File: config.mk
export PLATFORM = sky130hd
export DESIGN_NAME = lec_top
export DESIGN_NICKNAME = d
export VERILOG_FILES = /design/src/design/lec_sync.v /design/src/design/lec_trig_filter.v /design/src/design/lec_top.v
export VERILOG_INCLUDE_DIRS = /design/src /design/src/design
export SDC_FILE = /design/constraint.sdc
export NUM_CORES = 1
export LEC_CHECK = 0
export ABC_CLOCK_PERIOD_IN_PS = 44800
export BUFFER_PORTS_ARGS = -buffer_cell sky130_fd_sc_hd__buf_2
export CAP_MARGIN = 10
export CORE_AREA = 4 4 209 211
export CTS_BUF_LIST = sky130_fd_sc_hd__clkbuf_16
export DETAILED_ROUTE_END_ITERATION = 10
export DIE_AREA = 0 0 213 215
export GPL_TIMING_DRIVEN = 0
export PLACE_DENSITY_LB_ADDON = 0.1
export SETUP_SLACK_MARGIN = 0.15
export SYNTH_ARGS = -nofsm -noshare
export SYNTH_HDL_FRONTEND = slang
export SYNTH_SLANG_ARGS = --single-unit
File: constraint.sdc
create_clock -name mclk -period 44.8 [get_ports mclk]
set_input_delay 4.48 -clock mclk [delete_from_list [all_inputs] [get_ports mclk]]
set_output_delay 4.48 -clock mclk [all_outputs]
set_load 0.005 [all_outputs]
File: src/design/lec_regs.vh
// register map, field positions, reset values and timing for the external control block
`ifndef LEC_REGS_VH
`define LEC_REGS_VH

// byte offsets on the apb bus
`define LEC_OFS_CTRL     12'h000
`define LEC_OFS_RATED    12'h004
`define LEC_OFS_STATUS   12'h008
`define LEC_OFS_SETPT    12'h00c
`define LEC_OFS_RES      12'h010
`define LEC_OFS_SEQ      12'h014

// control register fields
`define LEC_CTRL_RESEN   0
`define LEC_CTRL_INV     1
`define LEC_CTRL_POL     2
`define LEC_CTRL_EXTLD   3
`define LEC_CTRL_SWLD    4
`define LEC_CTRL_MODE_LO 5
`define LEC_CTRL_MODE_HI 6
`define LEC_CTRL_RNG_LO  7
`define LEC_CTRL_RNG_HI  8
`define LEC_CTRL_W       9
`define LEC_CTRL_RST     9'h002

// status register fields
`define LEC_ST_LOAD      0
`define LEC_ST_RNG_LO    1
`define LEC_ST_RNG_HI    2
`define LEC_ST_OVR       3
`define LEC_ST_PAUSE     4
`define LEC_ST_TRIG      5
`define LEC_ST_W         6

// sequence register fields
`define LEC_SEQ_PAUSE    0
`define LEC_SEQ_TRIGCLR  1

// rated value reset
`define LEC_RATED_RST    16'hffff

// range codes
`define LEC_RNG_HIGH     2'h0
`define LEC_RNG_MID      2'h1
`define LEC_RNG_LOW      2'h2

// operating modes
`define LEC_MODE_CC      2'h0
`define LEC_MODE_CR      2'h1
`define LEC_MODE_CV      2'h2
`define LEC_MODE_CP      2'h3

// resistance scale in ohms
`define LEC_RES_FULL_OHM 10000
`define LEC_RES_OVR_OHM  11800

// timing
`define LEC_CLK_PERIOD_NS 10
`define LEC_TRIG_MIN_NS   10000
`define LEC_TRIG_MIN_CYC  ((`LEC_TRIG_MIN_NS + `LEC_CLK_PERIOD_NS - 1) / `LEC_CLK_PERIOD_NS)

`endif

File: src/design/lec_sync.v
// two-stage synchroniser for a group of pin levels
`timescale 1ns/1ps
module lec_sync #(
    parameter       W       = 1,
    parameter [W-1:0] RST_VAL = {W{1'b1}}
) (
    // clock and reset
    input  wire         mclk,
    input  wire         rst,
    // pins in, levels out
    input  wire [W-1:0] pinIn,
    output wire [W-1:0] pinOut
);

    reg [W-1:0] meta_r;
    reg [W-1:0] sync_r;

    // first stage feeds only the second
    always @(posedge mclk or posedge rst) begin
        if (rst) begin
            meta_r <= RST_VAL;
            sync_r <= RST_VAL;
        end else begin
            meta_r <= pinIn;
            sync_r <= meta_r;
        end
    end

    assign pinOut = sync_r;

endmodule // lec_sync

File: src/design/lec_trig_filter.v
// minimum-width filter for the active-low trigger input
`timescale 1ns/1ps
module lec_trig_filter #(
    parameter CNT_W   = 11,
    parameter MIN_CYC = 1000
) (
    // clock and reset
    input  wire mclk,
    input  wire rst,
    // synchronised trigger level, low active
    input  wire trigN,
    // one pulse per accepted low period
    output reg  trigValid
);

    localparam [CNT_W-1:0] MIN_V = MIN_CYC[CNT_W-1:0];

    reg [CNT_W-1:0] lowCnt_r;

    // count low cycles, fire once on reaching the minimum
    always @(posedge mclk or posedge rst) begin
        if (rst) begin
            lowCnt_r  <= {CNT_W{1'b0}};
            trigValid <= 1'b0;
        end else if (trigN) begin
            lowCnt_r  <= {CNT_W{1'b0}};   // short pulses die here
            trigValid <= 1'b0;
        end else begin
            trigValid <= (lowCnt_r == MIN_V - 1'b1);
            if (lowCnt_r != MIN_V)
                lowCnt_r <= lowCnt_r + 1'b1;   // saturate, no retrigger
        end
    end

endmodule // lec_trig_filter

File: src/design/lec_top.v
// external control connector logic: resistance setpoint, load switch, range and trigger
//
// Our own choices: register access over APB and the register offsets.
`timescale 1ns/1ps
`include "lec_regs.vh"
module lec_top #(
    parameter VAL_W = 16,
    parameter RES_W = 16
) (
    // clock and reset
    input  wire             mclk,
    input  wire             rst,
    // apb slave
    input  wire             psel,
    input  wire             penable,
    input  wire             pwrite,
    input  wire [11:0]      paddr,
    input  wire [31:0]      pwdata,
    output wire             pready,
    output reg  [31:0]      prdata,
    output wire             pslverr,
    // connector inputs
    input  wire             loadSwitchIn,
    input  wire             rangeSel1In,
    input  wire             rangeSel2In,
    input  wire             trigInN,
    // measured external resistance, ohms
    input  wire [RES_W-1:0] extResOhm,
    // connector outputs
    output reg              loadOnStatus,
    output reg              rangeStat1,
    output reg              rangeStat2,
    // internal control outputs
    output reg  [VAL_W-1:0] setpoint,
    output reg              external_overrange_alarm,
    output reg  [1:0]       activeRange,
    output reg              seqPaused,
    output reg              seqResume
);

    localparam CNT_W = 11;
    localparam integer     RES_FULL_I = `LEC_RES_FULL_OHM;
    localparam integer     RES_OVR_I  = `LEC_RES_OVR_OHM;
    localparam [RES_W-1:0] RES_FULL   = RES_FULL_I[RES_W-1:0];
    localparam [RES_W-1:0] RES_OVR    = RES_OVR_I[RES_W-1:0];
    localparam [VAL_W+RES_W-1:0] DIV_FULL = `LEC_RES_FULL_OHM;

    // software state
    reg  [`LEC_CTRL_W-1:0]  ctrl_r;
    reg  [VAL_W-1:0]        rated_r;
    reg                     trigSeen_r;
    reg                     errFlag_r;

    // synchronised pins
    wire                    loadSw;
    wire                    sel1;
    wire                    sel2;
    wire                    trigN;
    wire                    trigValid;

    // setpoint arithmetic
    reg  [RES_W-1:0]        resClamp;
    reg  [RES_W-1:0]        resEff;
    reg  [VAL_W+RES_W-1:0]  product;
    reg  [VAL_W+RES_W-1:0]  quot;
    reg  [VAL_W-1:0]        setpt_nxt;
    reg                     ovr_nxt;
    reg  [1:0]              range_nxt;

    // apb decode
    wire                    setupPh;
    wire                    accessWr;
    reg                     mapped;
    reg  [31:0]             rdMux;

    // control fields
    wire                    resEn;
    wire                    invSel;
    wire                    load_switch_polarity;
    wire                    extLoadEn;
    wire                    swLoadOn;
    wire [1:0]              opMode;
    wire [1:0]              current_range_setting;

    assign resEn                 = ctrl_r[`LEC_CTRL_RESEN];
    assign invSel                = ctrl_r[`LEC_CTRL_INV];
    assign load_switch_polarity  = ctrl_r[`LEC_CTRL_POL];
    assign extLoadEn             = ctrl_r[`LEC_CTRL_EXTLD];
    assign swLoadOn              = ctrl_r[`LEC_CTRL_SWLD];
    assign opMode                = ctrl_r[`LEC_CTRL_MODE_HI:`LEC_CTRL_MODE_LO];
    assign current_range_setting = ctrl_r[`LEC_CTRL_RNG_HI:`LEC_CTRL_RNG_LO];

    // connector pins idle high (pull-ups), trigger idles high too
    lec_sync #(
        .W       (3),
        .RST_VAL (3'h7)
    ) uPinSync (
        .mclk   (mclk),
        .rst    (rst),
        .pinIn  ({loadSwitchIn, rangeSel2In, rangeSel1In}),
        .pinOut ({loadSw, sel2, sel1})
    );

    // trigger level gets its own stage for clarity
    lec_sync #(
        .W       (1),
        .RST_VAL (1'b1)
    ) uTrigSync (
        .mclk   (mclk),
        .rst    (rst),
        .pinIn  (trigInN),
        .pinOut (trigN)
    );

    // width filter rejects glitches shorter than the minimum
    lec_trig_filter #(
        .CNT_W   (CNT_W),
        .MIN_CYC (`LEC_TRIG_MIN_CYC)
    ) uTrigFilt (
        .mclk      (mclk),
        .rst       (rst),
        .trigN     (trigN),
        .trigValid (trigValid)
    );

    // apb: zero wait states, read data captured in setup phase
    assign setupPh  = psel & ~penable;
    assign accessWr = psel & penable & pwrite;
    assign pready   = 1'b1;
    assign pslverr  = psel & penable & errFlag_r;

    // address decode and read mux
    always @* begin
        mapped = 1'b1;
        rdMux  = 32'h0000_0000;
        case (paddr)
            `LEC_OFS_CTRL: begin
                rdMux[`LEC_CTRL_W-1:0] = ctrl_r;
            end
            `LEC_OFS_RATED: begin
                rdMux[VAL_W-1:0] = rated_r;
            end
            `LEC_OFS_STATUS: begin
                rdMux[`LEC_ST_LOAD]                  = loadOnStatus;
                rdMux[`LEC_ST_RNG_HI:`LEC_ST_RNG_LO] = activeRange;
                rdMux[`LEC_ST_OVR]                   = external_overrange_alarm;
                rdMux[`LEC_ST_PAUSE]                 = seqPaused;
                rdMux[`LEC_ST_TRIG]                  = trigSeen_r;
            end
            `LEC_OFS_SETPT: begin
                rdMux[VAL_W-1:0] = setpoint;
            end
            `LEC_OFS_RES: begin
                rdMux[RES_W-1:0] = extResOhm;
            end
            `LEC_OFS_SEQ: begin
                rdMux[`LEC_SEQ_PAUSE] = seqPaused;
            end
            default: begin
                mapped = 1'b0;
            end
        endcase
    end

    // read data and error flag are latched in setup, stable in access
    always @(posedge mclk or posedge rst) begin
        if (rst) begin
            prdata    <= 32'h0000_0000;
            errFlag_r <= 1'b0;
        end else if (setupPh) begin
            prdata    <= rdMux;
            errFlag_r <= ~mapped;
        end
    end

    // writable registers; unmapped writes have no effect
    always @(posedge mclk or posedge rst) begin
        if (rst) begin
            ctrl_r  <= `LEC_CTRL_RST;
            rated_r <= `LEC_RATED_RST;
        end else if (accessWr) begin
            if (paddr == `LEC_OFS_CTRL)
                ctrl_r <= pwdata[`LEC_CTRL_W-1:0];
            if (paddr == `LEC_OFS_RATED)
                rated_r <= pwdata[VAL_W-1:0];
        end
    end

    // resistance to setpoint; same scaling in every operating mode
    always @* begin
        if (extResOhm > RES_FULL)
            resClamp = RES_FULL;                       // past full scale holds the end value
        else
            resClamp = extResOhm;
        if (invSel)
            resEff = RES_FULL - resClamp;
        else
            resEff = resClamp;
        // constant divisor, synthesis folds it into a multiply
        product   = rated_r * resEff;
        quot      = product / DIV_FULL;
        setpt_nxt = quot[VAL_W-1:0];                   // quotient never exceeds rated value
        // hysteresis-free band: alarm holds at exactly the limit
        if (extResOhm > RES_OVR)
            ovr_nxt = 1'b1;
        else if (extResOhm < RES_OVR)
            ovr_nxt = 1'b0;
        else
            ovr_nxt = external_overrange_alarm;
        if (!resEn)
            ovr_nxt = 1'b0;
        if (ovr_nxt)
            setpt_nxt = {VAL_W{1'b0}};
    end

    // setpoint and alarm, only driven while resistance control is selected
    always @(posedge mclk or posedge rst) begin
        if (rst) begin
            setpoint                 <= {VAL_W{1'b0}};
            external_overrange_alarm <= 1'b0;
        end else begin
            external_overrange_alarm <= ovr_nxt;
            if (resEn)
                setpoint <= setpt_nxt;
            else
                setpoint <= {VAL_W{1'b0}};
        end
    end

    // load switch: closed pulls low, open floats high; polarity picks on-level
    always @(posedge mclk or posedge rst) begin
        if (rst) begin
            loadOnStatus <= 1'b0;
        end else if (extLoadEn) begin
            loadOnStatus <= (loadSw == load_switch_polarity);
        end else begin
            loadOnStatus <= swLoadOn;
        end
    end

    // range: pins only count while the panel range is high
    always @* begin
        range_nxt = activeRange;
        if (current_range_setting != `LEC_RNG_HIGH) begin
            range_nxt = current_range_setting;
        end else begin
            case ({sel2, sel1})
                2'h3: range_nxt = `LEC_RNG_HIGH;
                2'h2: range_nxt = `LEC_RNG_MID;
                2'h1: range_nxt = `LEC_RNG_LOW;
                default: range_nxt = activeRange;
            endcase
        end
    end

    // active range and its two status lines
    always @(posedge mclk or posedge rst) begin
        if (rst) begin
            activeRange <= `LEC_RNG_HIGH;
            rangeStat1  <= 1'b0;
            rangeStat2  <= 1'b0;
        end else begin
            activeRange <= range_nxt;
            rangeStat1  <= (range_nxt == `LEC_RNG_MID);
            rangeStat2  <= (range_nxt == `LEC_RNG_LOW);
        end
    end

    // sequence pause: software pauses, a valid trigger resumes
    always @(posedge mclk or posedge rst) begin
        if (rst) begin
            seqPaused <= 1'b0;
            seqResume <= 1'b0;
        end else begin
            seqResume <= trigValid & seqPaused;
            if (trigValid & seqPaused)
                seqPaused <= 1'b0;
            else if (accessWr && paddr == `LEC_OFS_SEQ && pwdata[`LEC_SEQ_PAUSE])
                seqPaused <= 1'b1;
        end
    end

    // sticky trigger flag; a trigger in the clear cycle wins
    always @(posedge mclk or posedge rst) begin
        if (rst) begin
            trigSeen_r <= 1'b0;
        end else if (trigValid) begin
            trigSeen_r <= 1'b1;
        end else if (accessWr && paddr == `LEC_OFS_SEQ && pwdata[`LEC_SEQ_TRIGCLR]) begin
            trigSeen_r <= 1'b0;
        end
    end

    // opMode is informational here: scaling is mode independent
    wire unusedMode = ^opMode;

endmodule // lec_top

==> key figures, run 1 <==
Final layout
  • Layout Nets: 3004
  • Commonest non-fill, non-tap cell in the layout: nand2_1
  • Layout cells sized above 1: 13.6%
  • Layout area overhead: 7.72%
  • Most frequent cells in the layout: nand2_1, inv_1, fa_1
  • Fillers: 4068

Setup path
  • Setup CP Type: in -> reg
  • CP Data Required Time: 45010 ps
  • Crit path buf inv count: 16
  • Critical Path Source Type: input pin
  • CP peak stage delay: 890 ps
  • CP Capture Type: register
  • CP max-delay cell: a2111oi_0
  • Arrival time at the worst endpoint: 33100 ps
  • CP top delay family: compound AO/OA/AOI/OAI gates
  • CP Max Fanout: 10
  • Cell mode on critical path: o21ai_0

Drt
  • Final ANT Viol Nets: 0
  • Initial DRC Count: 1583
  • Initial DRT Pass Iterations: 7
  • Avg WL per Cell: 18.9 um
  • # DRC: 0
  • Routed vias: 19168
  • Final wirelength: 60.1 mm
  • Via/cell ratio: 6.03

Timing
  • Final min period: 32890 ps
  • Rel. slew slack: 23.2%
  • Fmax: 0.0304 GHz
  • Period utilization: 73.4%
  • Hold Fails Final Rpt: 0
  • Final worst clock skew: 5.75 ps
  • Slew @ Worst Pin: 1140 ps
  • Final setup fails: 0
  • Worst setup margin: 11910 ps
  • Setup TNS: 0 ps
  • Count of pins over their slew limit: 0
  • RSZ-0062 raised after global routing: no

Synthesis
  • Post-Synthesis Cells: 2501
  • Asr flop ratio synth: 100%
  • Netlist cell types: 148
  • Ys flop type: dfrtp_1
  • Syn_area_per_cell: 8.25 sq um
  • Mapped cell area: 0.0206 sq mm
  • Part of the Yosys area used for sequential elements: 10.7%
  • Synth Warn #: 0
  • Synth Register Bits: 87
  • Post-synth EDFFs: 0

CTS
  • CTS resizes: 0
  • Longest Clk Path Bufs: 2
  • Worst-path clk slew: 60 ps
  • CTS Root Cell: clkbuf_16
  • Clock tree sinks: 87
  • H-tree depth: 3
  • Num CTS Buffers: 9
  • Setup bufs post-CTS: 0
  • CTS tree: built
  • Worst-Skew Late Latency: 340 ps
  • Hold Buf Count CTS: 0

Die
  • Starting Density: 49.4%
  • Die Span X: 213 um
  • FP Rows: 75
  • I/O Pins: 127
  • Die footprint: 0.0458 sq mm
  • Core area: 0.0418 sq mm
  • Chip height: 215 um

Place
  • PortBufs: 90
  • Setup slack at placement: 12260 ps
  • HPWL after detailed placement: 49.5 mm
  • Routability cong.: 0.929

Min path
  • Hold Path Class: reg -> reg

Global route
  • Total GRT Usage: 25.6%
  • Initial antenna violation count: 1
  • First-pass GRT wire length: 97.3 mm
  • Number of global-route vias before repair: 18701
  • Largest net degree at the start of global routing: 71
  • Total gr overflow: 0

Flow run
  • MaxCap Viol Count: 0

Run status
  • Status: finished clean
[metal layers]
| layer | vias up | wire (um) | track usage (%) |
|---|---|---|---|
| li1 | 9059 | - | - |
| met1 | 9391 | 27300 | 36.5 |
| met2 | 637 | 27600 | 41.3 |
| met3 | 81 | 3950 | 4.19 |
| met4 | 0 | 1140 | 4.96 |
| met5 | - | 0 | 0 |
[metrics by stage]
step                      std cells  utilization [%]  hold WS, ps  instance area, sq um
after floorplan                2532                -          345                 20700
after global placement         3161             52.4          346                 21900
after detailed placement       3162             52.4          347                 21900
after CTS                      3178             53.2          357                 22200
after global routing           3178             53.2          358                 22200
final                          3179             53.2          355                 22200
[final cells by class]
| cell class | count | area (sq um) | area share [%] |
|---|---|---|---|
| sequential | 87 | 2210 | 9.94 |
| multi-input combinational | 2083 | 16900 | 76.3 |
| antenna | 1 | 2.50 | 0.0113 |
| tap | 539 | 674 | 3.03 |
| timing repair buffer | 91 | 478 | 2.15 |
| clock buffer | 9 | 225 | 1.01 |
| buffer | 118 | 673 | 3.03 |
| inverter | 244 | 918 | 4.13 |
| clock inverter | 7 | 93.8 | 0.422 |
[synthesized netlist by cell type, drive strengths merged (57+ instances only)]
library cell | instances | area, sq um
nand2 | 295 | 1110
inv | 244 | 916
fa | 194 | 3880
nor2 | 165 | 629
and2 | 131 | 821
o21ai | 123 | 661
a21oi | 117 | 668
ha | 107 | 1340
xnor2 | 77 | 757
dfrtp | 62 | 1550
buf | 61 | 454
clkbuf | 57 | 219
nand3 | 57 | 285
[cell families after synthesis]
kind of cell | Yosys count | synth area share, %
XOR/XNOR | 116 | 5.45
AND/OR/NAND/NOR | 915 | 22.7
other | 2 | 0.0364
multiplexers | 92 | 4.82
AO/OA/AOI/OAI | 617 | 22.8
flip-flops | 87 | 10.7
buffers and inverters | 362 | 7.70
adder cells (fa/ha/maj) | 310 | 25.8
[flip-flops by register name, indices dropped and copies added (netlist names)]
signal,cells
prdata,16
rated_r,16
setpoint,16
uTrigFilt.lowCnt_r,11
ctrl_r,9
uPinSync.meta_r,3
uPinSync.pinOut,3
activeRange,2
errFlag_r,1
external_overrange_alarm,1
loadOnStatus,1
rangeStat1,1
rangeStat2,1
seqPaused,1
seqResume,1
trigSeen_r,1
uTrigFilt.trigValid,1
uTrigSync.meta_r,1
uTrigSync.pinOut,1
[worst paths after layout]
check / from / end / slack (ps) / cells after the start
worst max-delay path: extResOhm[2] / setpoint[0]$_DFF_PP0_ / 11910 / 97
worst min-delay path: uPinSync.meta_r[0]$_DFF_PP1_ / uPinSync.pinOut[0]$_DFF_PP1_ / 360 / 0
worst max register to register: ctrl_r[1]$_DFFE_PP1P_ / setpoint[0]$_DFF_PP0_ / 18190 / 85
worst min register to register: uPinSync.meta_r[0]$_DFF_PP1_ / uPinSync.pinOut[0]$_DFF_PP1_ / 360 / 0
max in group asynchronous: rst / rated_r[12]$_DFFE_PP1P_ / 40060 / 3
min in group asynchronous: rst / uTrigFilt.lowCnt_r[9]$_DFFE_PP0P_ / 4080 / 2
Power of run 1 is left out: the tool's default activity adds up to more than one toggle a clock period on the data nets, which glitch-free logic cannot reach.
==> run 2: changes to the inputs <==
--- a/config.mk
+++ b/config.mk
@@ -6,7 +6,7 @@
 export SDC_FILE = /design/constraint.sdc
 export NUM_CORES = 1
 export LEC_CHECK = 0
-export ABC_CLOCK_PERIOD_IN_PS = 44800
+export ABC_CLOCK_PERIOD_IN_PS = 26900
 export BUFFER_PORTS_ARGS = -buffer_cell sky130_fd_sc_hd__buf_2
 export CAP_MARGIN = 10
 export CORE_AREA = 4 4 209 211
==> constraint.sdc (replaced) <==
create_clock -name mclk -period 26.9 [get_ports mclk]
set_input_delay 2.69 -clock mclk [delete_from_list [all_inputs] [get_ports mclk]]
set_output_delay 2.69 -clock mclk [all_outputs]
set_load 0.005 [all_outputs]
==> run 2 against run 1 <==
Effect of this change:
- setup slack worse by 11000 ps
- non-clock buffer count grew 164
- die area is the same
- final area rose by 14%
- cell count rose by 5.2%
- worst hold slack about the same
- sequential cell count is the same
- first-iteration DRC count is 0.25% higher
- critical path depth is 6 higher
- clock skew increased by 0.84 ps
- critical path type unchanged
- largest cell class unchanged
==> key figures, run 2 (same netlist as run 1, synthesis figures left out) <==
Run status
  • Status: finished clean

Final layout
  • Layout area overhead: 23.1%
  • Commonest non-fill, non-tap cell in the layout: nand2_1
  • Layout cells sized above 1: 26.9% (+13 points)
  • Layout Nets: 3169 (+5.5%)
  • Largest registers: prdata (16), rated_r (16), setpoint (16)
  • ANT cells: 0 (-1)
  • Most frequent cells in the layout: nand2_1, inv_1, fa_1

CTS
  • Worst-path clk slew: 70 ps (about the same)
  • Worst-Skew Late Latency: 340 ps (about the same)
  • CTS Root Cell: clkbuf_16
  • Clock tree sinks: 87 (unchanged)
  • Num CTS Buffers: 9 (unchanged)
  • Hold Buf Count CTS: 0 (unchanged)
  • Longest Clk Path Bufs: 2 (unchanged)
  • H-tree depth: 3 (unchanged)
  • CTS tree: built

Die
  • Chip height: 215 um (unchanged)
  • FP Rows: 75 (unchanged)
  • Starting Density: 49.4% (unchanged)
  • Core area: 0.0418 sq mm (unchanged)
  • I/O Pins: 127 (unchanged)
  • Die Span X: 213 um (unchanged)
  • Die footprint: 0.0458 sq mm (unchanged)

Global route
  • Largest net degree at the start of global routing: 71 (unchanged)
  • Number of global-route vias before repair: 19247 (+2.9%)
  • Total gr overflow: 0 (unchanged)
  • Initial antenna violation count: 0 (-1)
  • Total GRT Usage: 26.3% (+0.72 points)
  • First-pass GRT wire length: 100 mm (+3.1%)

Setup path
  • CP Data Required Time: 27110 ps (-17900 ps)
  • CP max-delay cell: fa_2
  • Cell mode on critical path: buf_6
  • Arrival time at the worst endpoint: 26480 ps (-6620 ps)
  • Setup CP Type: in -> reg
  • CP Capture Type: register
  • Critical Path Source Type: input pin
  • CP peak stage delay: 590 ps (-300 ps)
  • CP Max Fanout: 10 (unchanged)

Timing
  • Final min period: 26270 ps
  • Count of pins over their slew limit: 0 (unchanged)
  • Setup TNS: 0 ps (unchanged)
  • Final setup fails: 0 (unchanged)
  • Fmax: 0.0381 GHz
  • Slew @ Worst Pin: 1050 ps (-81.8 ps)
  • Hold Fails Final Rpt: 0 (unchanged)
  • Rel. slew slack: 29.4% (+6.2 points)
  • Period utilization: 97.6%
  • Final worst clock skew: 6.59 ps (+0.840 ps)

Place
  • PortBufs: 90 (unchanged)
  • HPWL after detailed placement: 49.5 mm (unchanged)
  • Routability cong.: 0.929 (unchanged)

Drt
  • Routed vias: 20171 (+5.2%)
  • Met2 WL: 31.0 mm (+12%)
  • Via/cell ratio: 6.03 (about the same)
  • Final ANT Viol Nets: 0 (unchanged)
  • Avg WL per Cell: 19.4 um (+2.5%)
  • Uppermost layer routed: met4
  • # DRC: 0 (unchanged)
  • Wl on met1: 28.5 mm (+4.4%)
  • Initial DRT Pass Iterations: 5 (-2)
  • Met3 wire len: 4.01 mm (+1.5%)
  • Initial DRC Count: 1587 (+0.25%)
  • Final wirelength: 64.7 mm (+7.8%)

Flow run
  • MaxCap Viol Count: 0 (unchanged)

Min path
  • Hold Path Class: reg -> reg
run 2: cell count changes in the layout (fill, tap and decap cells not counted), moves of 13 or more:
cell      before  now
buf_4         32  180
clkbuf_1      55   37
xnor2_1       69   52
a21oi_1      103   87
buf_6         12   27
a211oi_1      26   13
nand2_1      294  281
nand2_2        0   13
run 2: cell type report:
class / count / area, sq um
Fill cell: 3680 / 16400
Clock inverter: 7 / 93.8
Timing Repair Buffer: 255 / 1780
Multi-Input combinational cell: 2084 / 18700
Tap cell: 539 / 674
Sequential cell: 87 / 2210
Clock buffer: 9 / 225
Buffer: 118 / 795
Inverter: 244 / 918
run 2: critical path: cells and delay by family:
kind | cells | cell delay, ps
AOI/OAI and AO/OA | 35 | 7900
xor gates and xnor gates | 6 | 1290
adders and majority gates | 10 | 4420
buffers and inverters | 20 | 2690
muxes | 5 | 1320
and+or+nand+nor | 27 | 6120
run 2: routing by layer:
metal	up-vias	global-route usage [%]
met4	0	4.60
li1	9392	-
met2	723	43.3
met3	93	3.70
met1	9963	37.4
met5	-	0
run 2: through the flow:
step           utilization (%)  setup WS (ps)  instance area, sq um  hold slack [ps]  cells
2_1_floorplan                -            825                 20700              345   2532
3_3_place_gp              52.4          -3540                 21900              346   3161
3_5_place_dp              52.4          -3850                 21900              347   3162
4_1_cts                   56.0            157                 23400              357   3234
5_1_grt                   60.8           -229                 25400              358   3343
6_report                  60.8            634                 25400              356   3343
run 2: worst paths after layout:
| path | from | endpoint | slack, ps | cells past startpoint |
|---|---|---|---|---|
| setup reg to reg | ctrl_r[1]$_DFFE_PP1P_ | setpoint[0]$_DFF_PP0_ | 3440 | 90 |
| hold / removal | uPinSync.meta_r[0]$_DFF_PP1_ | uPinSync.pinOut[0]$_DFF_PP1_ | 360 | 0 |
| setup / recovery | extResOhm[11] | setpoint[0]$_DFF_PP0_ | 630 | 103 |
| min in group asynchronous | rst | uTrigFilt.lowCnt_r[9]$_DFFE_PP0P_ | 2290 | 2 |
| max in group asynchronous | rst | rated_r[12]$_DFFE_PP1P_ | 23950 | 3 |
| hold reg to reg | uPinSync.meta_r[0]$_DFF_PP1_ | uPinSync.pinOut[0]$_DFF_PP1_ | 360 | 0 |
run 2: timing repair:
item,4_1_cts,5_1_grt
setup endpoints to repair,4,3
pin swaps,38,125
buffers inserted,55,108
resized for setup,127,277
gates cloned,1,1
Power of run 2 is left out for the same reason.
==> run 3: changes to the inputs <==
--- a/config.mk
+++ b/config.mk
@@ -10,9 +10,10 @@
 export BUFFER_PORTS_ARGS = -buffer_cell sky130_fd_sc_hd__buf_2
 export CAP_MARGIN = 10
 export CORE_AREA = 4 4 209 211
-export CTS_BUF_LIST = sky130_fd_sc_hd__clkbuf_16
+export CTS_BUF_LIST = sky130_fd_sc_hd__clkbuf_4 sky130_fd_sc_hd__clkbuf_8
 export DETAILED_ROUTE_END_ITERATION = 10
 export DIE_AREA = 0 0 213 215
+export GPL_ROUTABILITY_DRIVEN = 0
 export GPL_TIMING_DRIVEN = 0
 export PLACE_DENSITY_LB_ADDON = 0.1
 export SETUP_SLACK_MARGIN = 0.15
==> run 3 against run 2 <==
Effect of this change:
- wire length down 1.9%
- critical path depth up 1
- global-route usage down 0.13 points
- register-to-register slack about the same
- final area down 1.9%
- cell count down 0.57%
- sequential share of layout area up 0.17 points
- via count down 0.72%
==> key figures, run 3 (same netlist as run 1, synthesis figures left out) <==
CTS
  • Longest Clk Path Bufs: 2 (unchanged)
  • Hold Buf Count CTS: 0 (unchanged)
  • Num CTS Buffers: 9 (unchanged)
  • Worst-Skew Late Latency: 380 ps (+40 ps)
  • H-tree depth: 3 (unchanged)
  • Worst-path clk slew: 110 ps (+40 ps)
  • Clock tree sinks: 87 (unchanged)
  • CTS Root Cell: clkbuf_8
  • CTS tree: built

Timing
  • Final min period: 26280 ps (+10.4 ps)
  • Slew @ Worst Pin: 993 ps (-61.5 ps)
  • Final setup fails: 0 (unchanged)
  • Period utilization: 97.7% (about the same)
  • Fmax: 0.0381 GHz (about the same)
  • Final worst clock skew: 17.2 ps (+10.6 ps)
  • Hold Fails Final Rpt: 0 (unchanged)
  • RSZ-0062 raised after global routing: yes
  • Rel. slew slack: 33.3% (+3.9 points)
  • Count of pins over their slew limit: 0 (unchanged)

Die
  • Die Span X: 213 um (unchanged)
  • Core area: 0.0418 sq mm (unchanged)
  • Die footprint: 0.0458 sq mm (unchanged)
  • FP Rows: 75 (unchanged)
  • Starting Density: 49.4% (unchanged)
  • Chip height: 215 um (unchanged)
  • I/O Pins: 127 (unchanged)

Drt
  • Avg WL per Cell: 19.1 um (-1.4%)
  • Via/cell ratio: 6.02 (-0.15%)
  • # DRC: 0 (unchanged)
  • Final ANT Viol Nets: 0 (unchanged)
  • Final wirelength: 63.5 mm (-1.9%)
  • Initial DRT Pass Iterations: 6 (+1)
  • Routed vias: 20026 (-0.72%)
  • Initial DRC Count: 1535 (-3.3%)

Setup path
  • CP top delay family: compound AO/OA/AOI/OAI gates
  • Setup CP Type: in -> reg
  • Crit path buf inv count: 20 (unchanged)
  • Arrival time at the worst endpoint: 26540 ps (+60 ps)
  • CP Capture Type: register
  • CP peak stage delay: 570 ps (-20 ps)
  • Critical Path Source: extResOhm[2]
  • CP Data Required Time: 27160 ps (+50 ps)
  • Critical R2R Launch: ctrl_r[1]$_DFFE_PP1P_
  • Critical Path Source Type: input pin
  • CP Max Fanout: 10 (unchanged)
  • Cell mode on critical path: buf_4
  • CP max-delay cell: fa_1

Final layout
  • Layout Nets: 3150 (-0.60%)
  • Commonest non-fill, non-tap cell in the layout: nand2_1
  • Fillers: 3721 (+1.1%)
  • Most frequent cells in the layout: nand2_1, inv_1, fa_1
  • ANT cells: 0 (unchanged)
  • Largest registers: prdata (16), rated_r (16), setpoint (16)
  • Layout cells sized above 1: 25.6% (-1.3 points)
  • Layout area overhead: 20.8%
  • Core Util, Final: 59.7% (-1.1 points)

Place
  • PortBufs: 90 (unchanged)
  • HPWL after detailed placement: 48.7 mm (-1.7%)

Global route
  • Number of global-route vias before repair: 19111 (-0.71%)
  • Total GRT Usage: 26.2% (-0.13 points)
  • First-pass GRT wire length: 100 mm (about the same)
  • Total gr overflow: 0 (unchanged)
  • Initial antenna violation count: 0 (unchanged)
  • Largest net degree at the start of global routing: 73 (+2.8%)

Min path
  • Hold Path Class: reg -> reg
  • Hold Startpoint: uPinSync.meta_r[0]$_DFF_PP1_

Flow run
  • MaxCap Viol Count: 0 (unchanged)

Run status
  • Status: finished clean
-- run 3: cell count changes in the layout (fill, tap and decap cells not counted), sizes merged --
cell    previous run  this run
inv              247       248
clkbuf            64        61
buf              318       303
clkinv             1         2
bufinv             2         0
mux2i             52        51
-- run 3: worst paths after layout --
kind | endpoint | slack [ps] | depth (start not counted)
setup / recovery | setpoint[0]$_DFF_PP0_ | 620 | 104
setup reg to reg | setpoint[0]$_DFF_PP0_ | 3440 | 92
min in group asynchronous | uTrigFilt.lowCnt_r[3]$_DFFE_PP0P_ | 2230 | 2
hold reg to reg | uPinSync.pinOut[0]$_DFF_PP1_ | 360 | 0
hold / removal | uPinSync.pinOut[0]$_DFF_PP1_ | 360 | 0
max in group asynchronous | rated_r[4]$_DFFE_PP1P_ | 24000 | 3
-- run 3: area by class of cell --
cell class | count | area (sq um) | share of cell area [%]
plain buffers | 118 | 751 | 3.01
clock inverters | 7 | 72.6 | 0.291
well taps | 539 | 674 | 2.71
inverters | 244 | 918 | 3.69
repair buffers | 237 | 1650 | 6.64
flip-flops and latches | 87 | 2210 | 8.86
multi-input cells | 2083 | 18500 | 74.3
clock buffers | 9 | 124 | 0.497
-- run 3: per-stage QoR --
stage | instance area (sq um) | setup WS (ps) | setup TNS (ps) | std cells | hold WS (ps)
5_1_grt | 24900 | -305 | -305 | 3324 | 350
3_5_place_dp | 21900 | -3890 | -10570 | 3162 | 347
4_1_cts | 23200 | 155 | 0 | 3235 | 356
3_3_place_gp | 21900 | -3430 | -8900 | 3161 | 346
6_report | 24900 | 624 | 0 | 3324 | 357
2_1_floorplan | 20700 | 825 | 0 | 2532 | 345
-- run 3: per-layer routing --
layer	track usage [%]	part of all wire, %	vias to the layer above
li1	-	-	9349
met1	37.5	44	9764
met2	42.7	48	792
met3	3.05	6.5	121
met4	5.69	2.4	0
met5	0	0	-
-- run 3: repair_timing --
action | 4_1_cts | 5_1_grt
pin swaps | 42 | 111
gates cloned | 0 | 2
setup buffers | 57 | 87
resized for setup | 124 | 222
endpoints found under the setup margin | 4 | 3
-- run 3: worst reg2reg max path: cells and delay by family (launching register included) --
kind                     cells  cell delay, ps
AO/OA/AOI/OAI               31            6850
XOR/XNOR                     5            1120
adder cells (fa/ha/maj)      9            4280
buffers and inverters       19            3370
flip-flops                   1             520
multiplexers                 5            1480
AND/OR/NAND/NOR             23            5720
Power of run 3 is left out for the same reason.
